===== src/rtl/spe_pkg.sv =====
// =====================================================================
// Shared constants and types for the serial EEPROM command front end
// =====================================================================
package spe_pkg;

  // ===================================================================
  // Clocking and programming time
  // ===================================================================
  localparam int SYS_CLK_NS = 50;
  localparam int T_PROG_NS = 5000000;
  // Longest time, so the count rounds down
  localparam int PROG_CYC = T_PROG_NS / SYS_CLK_NS;

  // ===================================================================
  // Frame layout, counted in bits
  // ===================================================================
  localparam int CNT_W = 5;
  localparam logic [CNT_W-1:0] CNT_ZERO = 5'h00;
  localparam logic [CNT_W-1:0] CNT_ONE = 5'h01;
  localparam logic [CNT_W-1:0] OPC_LAST = 5'h07;
  localparam logic [CNT_W-1:0] ADDR_LAST = 5'h0f;
  localparam logic [CNT_W-1:0] BYTE_LAST = 5'h07;
  localparam logic [2:0] BIT_MSB = 3'h7;
  // Pin idle levels {wp, pause, si, sck, cs}, so release shows no activity
  localparam logic [4:0] PIN_IDLE = 5'h1b;
  localparam int ADDR_FIELD_W = 16;

  // ===================================================================
  // Opcodes: upper nibble zero, bit 3 ignored, low three bits decoded
  // ===================================================================
  localparam logic [3:0] OPC_UPPER = 4'h0;
  localparam logic [2:0] CMD_READ = 3'h3;
  localparam logic [2:0] CMD_WRITE = 3'h2;
  localparam logic [2:0] CMD_SET_LATCH = 3'h6;
  localparam logic [2:0] CMD_CLR_LATCH = 3'h4;
  localparam logic [2:0] CMD_STATUS_READ = 3'h5;
  localparam logic [2:0] CMD_STATUS_WRITE = 3'h1;

  // ===================================================================
  // Status byte layout
  // ===================================================================
  localparam int ST_PIN_EN = 7;
  localparam int ST_BP_HI = 3;
  localparam int ST_BP_LO = 2;
  localparam int ST_WEL = 1;
  localparam int ST_BUSY = 0;
  localparam logic [7:0] STATUS_BUSY_VIEW = 8'hff;
  localparam logic [7:0] STATUS_INIT = 8'h00;

  // ===================================================================
  // Block protect encodings
  // ===================================================================
  localparam logic [1:0] BP_NONE = 2'h0;
  localparam logic [1:0] BP_QUARTER = 2'h1;
  localparam logic [1:0] BP_HALF = 2'h2;
  localparam logic [1:0] BP_ALL = 2'h3;
  localparam logic [1:0] TOP_QUARTER = 2'h3;

  // ===================================================================
  // Types
  // ===================================================================
  typedef enum logic [2:0] {
    PH_OPC = 3'b000,
    PH_ADDR = 3'b001,
    PH_DIN = 3'b010,
    PH_DOUT = 3'b011,
    PH_SKIP = 3'b100
  } spe_phase_type;

  typedef enum logic [1:0] {
    K_READ = 2'b00,
    K_WRITE = 2'b01,
    K_SREAD = 2'b10,
    K_SWRITE = 2'b11
  } spe_kind_type;

  typedef struct packed {
    logic [ADDR_FIELD_W-1:0] addr;
    logic [7:0] data;
  } spe_wr_word_type;

endpackage : spe_pkg


===== src/rtl/spe_pair_buf.sv =====
`timescale 1ns/100ps
// =====================================================================
// Small shift-style buffer; the head always sits in entry zero
// =====================================================================
module spe_pair_buf #(
  parameter int WIDTH = 24,
  parameter int DEPTH = 2
) (
  input wire logic sys_clk,
  input wire logic rst_n,
  input wire logic in_valid,
  output logic in_ready,
  input wire logic [WIDTH-1:0] in_data,
  output logic out_valid,
  input wire logic out_ready,
  output logic [WIDTH-1:0] out_data
);

  logic [WIDTH-1:0] mem_r [DEPTH];
  logic [DEPTH-1:0] vld_r;
  logic [WIDTH-1:0] mem_sh [DEPTH];
  logic [DEPTH-1:0] vld_sh;
  logic pop;
  logic push;

  // Head comes straight from a flop, so the outputs stay registered
  assign out_valid = vld_r[0];
  assign out_data = mem_r[0];
  assign in_ready = ~vld_r[DEPTH-1];
  assign pop = vld_r[0] & out_ready;
  assign push = in_valid & in_ready;

  // =====================================================================
  // Shift down on pop, before the push picks its slot
  // =====================================================================
  always_comb begin
    for (int i = 0; i < DEPTH; i++) begin
      if (pop) begin
        mem_sh[i] = (i == DEPTH - 1) ? mem_r[i] : mem_r[i+1];
        vld_sh[i] = (i == DEPTH - 1) ? 1'b0 : vld_r[i+1];
      end else begin
        mem_sh[i] = mem_r[i];
        vld_sh[i] = vld_r[i];
      end
    end
  end

  // Push lands in the first free slot after the shift
  always_ff @(posedge sys_clk or negedge rst_n) begin
    if (!rst_n) begin
      vld_r <= '0;
      for (int i = 0; i < DEPTH; i++) begin
        mem_r[i] <= '0;
      end
    end else begin
      for (int i = 0; i < DEPTH; i++) begin
        if (push && !vld_sh[i] && (i == 0 || vld_sh[(i == 0) ? 0 : i-1])) begin
          mem_r[i] <= in_data;
          vld_r[i] <= 1'b1;
        end else begin
          mem_r[i] <= mem_sh[i];
          vld_r[i] <= vld_sh[i];
        end
      end
    end
  end

endmodule : spe_pair_buf


===== src/rtl/spe_front.sv =====
`timescale 1ns/100ps
// Behaviour
// - After select falls, sample input on each rising serial clock, MSB first.
// - Select high: input ignored, output released to high impedance.
// - Bad opcode: rest of frame ignored, output released until reselect.
// - Frame is 8-bit opcode, then 16-bit address, then data bytes.
// - Pause low suspends the transfer; serial clock edges ignored meanwhile.
// - Master keeps select low through whole input and output.
// - Array read 0000X011, array write 0000X010, each with 16-bit address.
// - Status read 0000X101 shifts out eight status bits, no address.
// - Status write 0000X001 takes next eight bits as status.
// - Set-latch command sets write latch; clear-latch command clears it.
// - Write latch clear after power-up; writes only accepted while set.
// - Status: bit7 pin enable, bits 3:2 block protect, bit1 latch, bit0 busy.
// - Busy and latch bits not writable; busy high during programming.
// - Protect bits programmed like cells; latch must be set first.
// - Block protect covers none, quarter, half or all; such writes refused.
// - Pin enable set and protect pin low: status writes refused.
// - Pin enable clear: protect pin ignored for status writes.
// - Protect pin high: writes limited only by latch and block protect.
// - Protect pin low during status write input rejects that write.
// - Protect pin falling mid-programming does not stop the cycle.
// - Write latch clears itself when programming completes.
// - Protect 01 top quarter, 10 top half, 11 whole array.
// - While programming only status read accepted, and it returns all ones.
module spe_front #(
  parameter int ADDR_W = 13,
  parameter int PROG_CYCLES = spe_pkg::PROG_CYC,
  parameter int BUF_DEPTH = 2
) (
  input wire logic sys_clk,
  input wire logic rst_n,
  input wire logic spi_cs_n,
  input wire logic spi_sck,
  input wire logic spi_si,
  input wire logic spi_pause_n,
  input wire logic wp_n,
  output logic spi_so,
  output logic spi_so_oe_n,
  output logic [ADDR_W-1:0] rd_addr,
  input wire logic [7:0] rd_data,
  output logic wr_valid,
  input wire logic wr_ready,
  output spe_pkg::spe_wr_word_type wr_word,
  output logic prog_busy
);

  localparam int PROG_CW = $clog2(PROG_CYCLES + 1);
  localparam int SYNC_N = 5;

  // =====================================================================
  // Pin synchronisers
  // =====================================================================
  logic [SYNC_N-1:0] meta_r;
  logic [SYNC_N-1:0] sync_r;
  logic sck_d_r;
  logic cs_d_r;
  logic cs_s;
  logic sck_s;
  logic si_s;
  logic pause_s;
  logic wp_s;

  // Two flops on every pin; only the second is read by logic
  always_ff @(posedge sys_clk or negedge rst_n) begin
    if (!rst_n) begin
      meta_r <= spe_pkg::PIN_IDLE;
      sync_r <= spe_pkg::PIN_IDLE;
    end else begin
      meta_r <= {wp_n, spi_pause_n, spi_si, spi_sck, spi_cs_n};
      sync_r <= meta_r;
    end
  end

  assign cs_s = sync_r[0];
  assign sck_s = sync_r[1];
  assign si_s = sync_r[2];
  assign pause_s = sync_r[3];
  assign wp_s = sync_r[4];

  // Delayed copies for edge finding
  always_ff @(posedge sys_clk or negedge rst_n) begin
    if (!rst_n) begin
      sck_d_r <= 1'b1; // Idle high like the pin, so no false edge
      cs_d_r <= 1'b1;
    end else begin
      sck_d_r <= sck_s;
      cs_d_r <= cs_s;
    end
  end

  // =====================================================================
  // Edge qualification
  // =====================================================================
  logic rise_act;
  logic fall_act;
  logic cs_rise;

  // Edges count only while selected and not paused
  assign rise_act = sck_s & ~sck_d_r & ~cs_s & pause_s;
  assign fall_act = ~sck_s & sck_d_r & ~cs_s & pause_s;
  assign cs_rise = cs_s & ~cs_d_r;

  // =====================================================================
  // Frame state
  // =====================================================================
  spe_pkg::spe_phase_type phase_r;
  spe_pkg::spe_kind_type kind_r;
  logic [spe_pkg::CNT_W-1:0] cnt_r;
  logic [15:0] shift_r;
  logic [15:0] addr_r;
  logic [7:0] data_r;
  logic have_byte_r;
  logic wp_low_seen_r;

  // Status and programming state, declared early for decode
  logic busy_r;
  logic pend_r;
  logic wel_r;
  logic pin_en_r;
  logic [1:0] bp_r;
  logic [PROG_CW-1:0] prog_cnt_r;
  logic busy_any;

  logic [7:0] op_byte;
  logic [15:0] addr_word;
  logic cmd_ok;
  logic opc_done;
  logic wel_set;
  logic wel_clr;

  assign op_byte = {shift_r[6:0], si_s};
  assign addr_word = {shift_r[14:0], si_s};
  assign busy_any = busy_r | pend_r;
  assign opc_done = rise_act && phase_r == spe_pkg::PH_OPC && cnt_r == spe_pkg::OPC_LAST;
  // Busy lets only the status read through
  assign cmd_ok = op_byte[7:4] == spe_pkg::OPC_UPPER
                  && (!busy_any || op_byte[2:0] == spe_pkg::CMD_STATUS_READ);
  assign wel_set = opc_done && cmd_ok && op_byte[2:0] == spe_pkg::CMD_SET_LATCH;
  assign wel_clr = opc_done && cmd_ok && op_byte[2:0] == spe_pkg::CMD_CLR_LATCH;

  // Shift register: opcode in the low byte, address in the full word
  always_ff @(posedge sys_clk or negedge rst_n) begin
    if (!rst_n) begin
      shift_r <= '0;
    end else if (cs_s) begin
      shift_r <= '0;
    end else if (rise_act) begin
      shift_r <= addr_word;
    end
  end

  // Phase machine; select high always restarts at the opcode
  always_ff @(posedge sys_clk or negedge rst_n) begin
    if (!rst_n) begin
      phase_r <= spe_pkg::PH_OPC;
      kind_r <= spe_pkg::K_READ;
      cnt_r <= spe_pkg::CNT_ZERO;
    end else if (cs_s) begin
      phase_r <= spe_pkg::PH_OPC;
      cnt_r <= spe_pkg::CNT_ZERO;
    end else if (rise_act) begin
      cnt_r <= cnt_r + spe_pkg::CNT_ONE;
      unique case (phase_r)
        spe_pkg::PH_OPC: begin
          if (cnt_r == spe_pkg::OPC_LAST) begin
            cnt_r <= spe_pkg::CNT_ZERO;
            phase_r <= spe_pkg::PH_SKIP;
            if (cmd_ok) begin
              unique case (op_byte[2:0])
                spe_pkg::CMD_READ: begin
                  phase_r <= spe_pkg::PH_ADDR;
                  kind_r <= spe_pkg::K_READ;
                end
                spe_pkg::CMD_WRITE: begin
                  phase_r <= spe_pkg::PH_ADDR;
                  kind_r <= spe_pkg::K_WRITE;
                end
                spe_pkg::CMD_STATUS_READ: begin
                  phase_r <= spe_pkg::PH_DOUT;
                  kind_r <= spe_pkg::K_SREAD;
                end
                spe_pkg::CMD_STATUS_WRITE: begin
                  phase_r <= spe_pkg::PH_DIN;
                  kind_r <= spe_pkg::K_SWRITE;
                end
                default: begin
                  // Latch commands finish here; the rest are invalid
                  phase_r <= spe_pkg::PH_SKIP;
                end
              endcase
            end
          end
        end
        spe_pkg::PH_ADDR: begin
          if (cnt_r == spe_pkg::ADDR_LAST) begin
            cnt_r <= spe_pkg::CNT_ZERO;
            phase_r <= (kind_r == spe_pkg::K_READ) ? spe_pkg::PH_DOUT : spe_pkg::PH_DIN;
          end
        end
        spe_pkg::PH_DIN: begin
          if (cnt_r == spe_pkg::BYTE_LAST) begin
            cnt_r <= spe_pkg::CNT_ZERO;
          end
        end
        spe_pkg::PH_DOUT: begin
          // Input is ignored while data goes out
          cnt_r <= spe_pkg::CNT_ZERO;
        end
        spe_pkg::PH_SKIP: begin
          cnt_r <= spe_pkg::CNT_ZERO;
        end
        default: begin
          phase_r <= spe_pkg::PH_SKIP;
        end
      endcase
    end
  end

  // Address capture; also presented to the array for reads
  always_ff @(posedge sys_clk or negedge rst_n) begin
    if (!rst_n) begin
      addr_r <= '0;
    end else if (rise_act && phase_r == spe_pkg::PH_ADDR && cnt_r == spe_pkg::ADDR_LAST) begin
      addr_r <= addr_word;
    end
  end

  // First data byte is kept; page buffering lives elsewhere
  always_ff @(posedge sys_clk or negedge rst_n) begin
    if (!rst_n) begin
      data_r <= '0;
      have_byte_r <= 1'b0;
    end else if (cs_s) begin
      have_byte_r <= 1'b0;
    end else if (rise_act && phase_r == spe_pkg::PH_DIN && cnt_r == spe_pkg::BYTE_LAST) begin
      if (!have_byte_r) begin
        data_r <= op_byte;
      end
      have_byte_r <= 1'b1;
    end
  end

  // Any low level of the protect pin during input is remembered
  always_ff @(posedge sys_clk or negedge rst_n) begin
    if (!rst_n) begin
      wp_low_seen_r <= 1'b0;
    end else if (cs_s) begin
      wp_low_seen_r <= 1'b0;
    end else if (!wp_s) begin
      wp_low_seen_r <= 1'b1;
    end
  end

  // =====================================================================
  // Commit decisions at the end of a frame
  // =====================================================================
  logic frame_whole;
  logic prot_hit;
  logic pin_lock;
  logic mem_commit;
  logic st_commit;
  logic [1:0] top_bits;

  // Commit only when select rises right on a byte boundary
  assign frame_whole = phase_r == spe_pkg::PH_DIN && cnt_r == spe_pkg::CNT_ZERO && have_byte_r;
  assign top_bits = addr_r[ADDR_W-1 -: 2];

  // Block protect against the two top address bits
  always_comb begin
    unique case (bp_r)
      spe_pkg::BP_NONE: prot_hit = 1'b0;
      spe_pkg::BP_QUARTER: prot_hit = top_bits == spe_pkg::TOP_QUARTER;
      spe_pkg::BP_HALF: prot_hit = top_bits[1];
      spe_pkg::BP_ALL: prot_hit = 1'b1;
    endcase
  end

  // Pin only counts when its enable bit is set
  assign pin_lock = pin_en_r & (~wp_s | wp_low_seen_r);
  assign mem_commit = cs_rise && frame_whole && kind_r == spe_pkg::K_WRITE
                      && wel_r && !prot_hit;
  assign st_commit = cs_rise && frame_whole && kind_r == spe_pkg::K_SWRITE
                     && wel_r && !pin_lock;

  // =====================================================================
  // Write buffer toward the array
  // =====================================================================
  spe_pkg::spe_wr_word_type pend_word_r;
  logic buf_in_ready;
  logic push;

  // Held commit waits for room, so a stalled array loses no word
  assign push = pend_r & buf_in_ready;

  always_ff @(posedge sys_clk or negedge rst_n) begin
    if (!rst_n) begin
      pend_r <= 1'b0;
      pend_word_r <= '0;
    end else if (mem_commit) begin
      pend_r <= 1'b1;
      pend_word_r <= {addr_r, data_r};
    end else if (push) begin
      pend_r <= 1'b0;
    end
  end

  spe_pair_buf #(
    .WIDTH($bits(spe_pkg::spe_wr_word_type)),
    .DEPTH(BUF_DEPTH)
  ) u_wr_buf (
    .sys_clk(sys_clk),
    .rst_n(rst_n),
    .in_valid(pend_r),
    .in_ready(buf_in_ready),
    .in_data(pend_word_r),
    .out_valid(wr_valid),
    .out_ready(wr_ready),
    .out_data(wr_word)
  );

  // =====================================================================
  // Programming cycle and status bits
  // =====================================================================
  logic prog_done;

  assign prog_done = busy_r && prog_cnt_r == '0;

  // Timer runs to its end whatever the protect pin does
  always_ff @(posedge sys_clk or negedge rst_n) begin
    if (!rst_n) begin
      busy_r <= 1'b0;
      prog_cnt_r <= '0;
    end else if (push || st_commit) begin
      busy_r <= 1'b1;
      prog_cnt_r <= PROG_CW'(PROG_CYCLES - 1);
    end else if (prog_done) begin
      busy_r <= 1'b0;
    end else if (busy_r) begin
      prog_cnt_r <= prog_cnt_r - 1'b1;
    end
  end

  // Latch starts clear; a command after completion wins in the same cycle
  always_ff @(posedge sys_clk or negedge rst_n) begin
    if (!rst_n) begin
      wel_r <= 1'b0;
    end else begin
      if (prog_done) begin
        wel_r <= 1'b0;
      end
      if (wel_clr) begin
        wel_r <= 1'b0;
      end
      if (wel_set) begin
        wel_r <= 1'b1;
      end
    end
  end

  // Only the programmable bits take the written value
  always_ff @(posedge sys_clk or negedge rst_n) begin
    if (!rst_n) begin
      pin_en_r <= spe_pkg::STATUS_INIT[spe_pkg::ST_PIN_EN];
      bp_r <= spe_pkg::STATUS_INIT[spe_pkg::ST_BP_HI:spe_pkg::ST_BP_LO];
    end else if (st_commit) begin
      pin_en_r <= data_r[spe_pkg::ST_PIN_EN];
      bp_r <= data_r[spe_pkg::ST_BP_HI:spe_pkg::ST_BP_LO];
    end
  end

  // =====================================================================
  // Serial output
  // =====================================================================
  logic [7:0] status_view;
  logic [7:0] src_byte;
  logic [2:0] bit_idx_r;
  logic so_r;
  logic so_oe_n_r;

  // Busy shows all ones rather than the live byte
  always_comb begin
    status_view = '0;
    status_view[spe_pkg::ST_PIN_EN] = pin_en_r;
    status_view[spe_pkg::ST_BP_HI:spe_pkg::ST_BP_LO] = bp_r;
    status_view[spe_pkg::ST_WEL] = wel_r;
    status_view[spe_pkg::ST_BUSY] = busy_any;
    if (busy_any) begin
      status_view = spe_pkg::STATUS_BUSY_VIEW;
    end
  end

  assign src_byte = (kind_r == spe_pkg::K_SREAD) ? status_view : rd_data;

  // New bit after each falling edge, ready for the next rise
  always_ff @(posedge sys_clk or negedge rst_n) begin
    if (!rst_n) begin
      so_r <= 1'b0;
      bit_idx_r <= spe_pkg::BIT_MSB;
    end else if (cs_s) begin
      bit_idx_r <= spe_pkg::BIT_MSB;
    end else if (fall_act && phase_r == spe_pkg::PH_DOUT) begin
      so_r <= src_byte[bit_idx_r];
      bit_idx_r <= bit_idx_r - 1'b1;
    end
  end

  // Released when deselected, paused or not in an output phase
  always_ff @(posedge sys_clk or negedge rst_n) begin
    if (!rst_n) begin
      so_oe_n_r <= 1'b1;
    end else begin
      so_oe_n_r <= ~(phase_r == spe_pkg::PH_DOUT && !cs_s && pause_s);
    end
  end

  // =====================================================================
  // Registered outputs
  // =====================================================================
  logic prog_busy_r;

  always_ff @(posedge sys_clk or negedge rst_n) begin
    if (!rst_n) begin
      prog_busy_r <= 1'b0;
    end else begin
      prog_busy_r <= busy_any;
    end
  end

  assign spi_so = so_r;
  assign spi_so_oe_n = so_oe_n_r;
  assign rd_addr = addr_r[ADDR_W-1:0];
  assign prog_busy = prog_busy_r;

endmodule : spe_front


===== config.mk =====
export PLATFORM = sky130hd
export DESIGN_NAME = spe_front
export DESIGN_NICKNAME = d
export VERILOG_FILES = /design/src/rtl/spe_pkg.sv /design/src/rtl/spe_pair_buf.sv /design/src/rtl/spe_front.sv
export SDC_FILE = /design/constraint.sdc
export NUM_CORES = 1
export LEC_CHECK = 0
export ABC_AREA = 1
export BUFFER_PORTS_ARGS = -buffer_cell sky130_fd_sc_hd__buf_4
export CAP_MARGIN = 20
export CORE_ASPECT_RATIO = 2
export CORE_MARGIN = 10
export CORE_UTILIZATION = 49
export DETAILED_ROUTE_END_ITERATION = 12
export GPL_TIMING_DRIVEN = 0
export PLACE_DENSITY = 0.65
export SYNTH_ARGS = -nofsm -noshare
export SYNTH_HDL_FRONTEND = slang
export SYNTH_SLANG_ARGS = --single-unit

===== constraint.sdc =====
create_clock -name sys_clk -period 5.05 [get_ports sys_clk]
set_input_delay 0.505 -clock sys_clk [delete_from_list [all_inputs] [get_ports sys_clk]]
set_output_delay 0.505 -clock sys_clk [all_outputs]
set_load 0.02 [all_outputs]

==> results.md <==
* Outcome: finished, final reports clean
* CORE AREA at 0.0157 mm^2
* Share of the synthesized area in the top cell type at 49.0%
* Cells after synthesis at 839
* Initial Util at 49.4%
* IR drop worst, VDD at 0.245 mV
* IO Pins at 57
* Seq/Total Area, Yosys at 53.8%
* CP Class: reg2reg
* Slew HR at 62.0%
* Worst-skew pair later-pin latency at 0.42 ns
* Fmax at 538 MHz
* CTS tree: yes
* Final hold vios at 0
* Top post-synthesis cells by count: dfrtp_1, nand2_1, nand3_1
* Global-route wire length before repair at 28100 um
* Worst path arrival time at 2.19 ns
* Routability congestion estimate at 0.884
* Drt drc at 0
* Largest net degree at the start of global routing at 95
* Synth top area cells: dfrtp_1, nand3_1, nand2_1
* Post-DRT Antenna Nets at 0
* Syn_nets at 862
* Area delta synth->final at 17.4%
* Leakage power total at 4.53 nW
* CTS H-tree lvls at 4
* Delay-heaviest family, CP: buffers and inverters
* Pre-CTS WS at 3.18 ns
* DRT Pass-1 Iters at 4
* Die Height at 198 um
* CP cell instances: buf_4 > inv_4 > nand4_4 > inv_1 > nand3_1 > clkbuf_1 > nand2_1 > o21ai_0
* Via count at 5672
* Mapped Avg Cell Area at 9.25 um^2
* Worst Path Max Fanout at 10
* CP Capture Type: flip-flop
* DP Area at 0.00846 mm^2
* WP data required at 5.38 ns
* CTS Buf Count at 17
* Routed wire per std cell at 14.7 um
* Setup bufs post-CTS at 0
* # port buffers at 56
* Num rows at 65
* Post-Layout Inst Area at 0.00910 mm^2
* Yosys reg bits at 166
* Clk sinks at 166
* Worst slew pin tran at 0.569 ns
* Crit share post-route at 36.8%
* Worst Slack Setup Final at 3.19 ns
* Cell count along the critical path at 8
* Crit path time final at 1.86 ns
* Yosys top cell by area: dfrtp_1
* DR vias/cell at 5.02
* Gr ovfl total at 0
* Async S/R FF share, synth at 100%
* Nets at 938
* Critical path's largest stage delay at 0.53 ns
* Post-synth top flop: dfrtp_1
* Initial antenna violation count at 0
* PD cells at 307 mW/mm^2
* Mapped Area at 0.00776 mm^2
* EDFF count, synth at 0
* Max Cap Viol at 0
* Critical path's slowest cell: dfstp_2
* Hold buffers post-CTS at 0
* Worst Reg-to-Reg Cells at 8
* DP HPWL at 12800 um
* Unrepaired setup endpoints after global routing: false
* Ant. Diodes at 0
* Number of gates resized after cts at 0
* Setup violations, final at 0
* Gr usage total at 16.5%
* Setup Total Neg Slack at 0 ns
* Worst Setup Start Kind: flip-flop
* Worst hold slack at 0.0156 ns
* Vias in the first global route at 5836
* Drt total wl at 16600 um
* Count leader, synth: dfrtp_1
* Hold Crit Class: in2async
* Full die area at 0.0216 mm^2
* Fin. max-slew vios at 0
* Worst-path clk slew at 0.07 ns
* Root Driver: clkbuf_16
* Clock Skews at 0.00913 ns
* Post-synthesis cell type count at 43
* Die extent in x at 109 um
* Worst Path Buf+Inv at 4
* Maximum clock path buffer count at 2
* Layout cells sized above 1 at 24.0%
* DR iter-0 viols at 192
* Synth Warn # at 0
-- cell usage in the layout, fill, tap and decap left out, drive strengths merged, types with 14 or more instances in the layout --
cell type    n
dfrtp      152
nand2      144
nand3      137
buf        113
inv         98
o21ai       75
nor2        58
clkbuf      32
mux2        24
o22ai       17
dfstp       14
-- per-stage QoR --
stage | utilization (%) | total power [W] | std cells
after global routing | 58.0 | 0.00289 | 1129
after detailed placement | 53.9 | 0.00143 | 1097
after global placement | 53.7 | 0.00143 | 1096
after CTS | 58.0 | 0.00282 | 1129
final | 58.0 | 0.00280 | 1129
after floorplan | - | 0.00139 | 839
-- path summary, 6_finish.rpt --
path                                      from  slack [ns]                               end
min in group sys_clk                    spi_si        0.18               meta_r[2]$_DFF_PN0_
max in group asynchronous                rst_n        4.16                  cs_d_r$_DFF_PN1_
max reg2reg                sync_r[0]$_DFF_PN1_        3.19            addr_r[10]$_DFFE_PN0P_
min reg2reg                meta_r[2]$_DFF_PN0_        0.35               sync_r[2]$_DFF_PN0_
min                                      rst_n        0.02  u_wr_buf.out_data[0]$_DFFE_PN0P_
max                        sync_r[0]$_DFF_PN1_        3.19            addr_r[10]$_DFFE_PN0P_
-- layout make-up --
| cell class | count | area [um^2] |
|---|---|---|
| Clock inverter | 13 | 196 |
| Inverter | 97 | 372 |
| Multi-Input combinational cell | 507 | 2740 |
| Sequential cell | 166 | 4170 |
| Clock buffer | 19 | 443 |
| Timing Repair Buffer | 57 | 455 |
| Fill cell | 1422 | 6590 |
| Tap cell | 201 | 251 |
| Buffer | 69 | 477 |
-- worst reg2reg max path, delay by kind of cell, from the launching register on --
family                 cells  cell delay, ns
buffers and inverters      4            0.75
and+or+nand+nor            3            0.38
DFF                        1            0.53
AOI/OAI and AO/OA          1            0.10
-- sequential cells by signal, indices dropped and copies added (netlist names), 3 cells and up --
name               cells
addr_r                16
shift_r               15
cnt_r                  5
u_wr_buf.mem_r        24
phase_r                3
data_r                 8
sync_r                 5
meta_r                 5
bit_idx_r              3
u_wr_buf.out_data     24
pend_word_r           24
prog_cnt_r            17
-- cell families after synthesis --
group / after synthesis / share of synthesized area [%]
buf+inv: 166 / 10.9
compound gates: 110 / 8.24
mux: 24 / 3.48
fa+ha+maj: 7 / 1.13
simple gates: 356 / 21.3
xor+xnor: 10 / 1.13
flops: 166 / 53.8
-- layer usage --
layer,track usage (%),up-vias,routed length [um]
li1,-,2866,-
met1,15.9,2689,5900
met2,31.7,86,9680
met3,2.74,31,522
met4,8.05,0,514
met5,0,-,0
-- where the power goes --
part | total (W) | leakage [nW] | switching, W | internal (W)
clock | 0.00139 | 0.310 | 0.000541 | 0.000850
combinational | 0.0000619 | 1.96 | 0.0000440 | 0.0000178
sequential | 0.00134 | 2.26 | 0.00000400 | 0.00134
total | 0.00280 | 4.53 | 0.000589 | 0.00221
(Power assumes the default switching activity.)
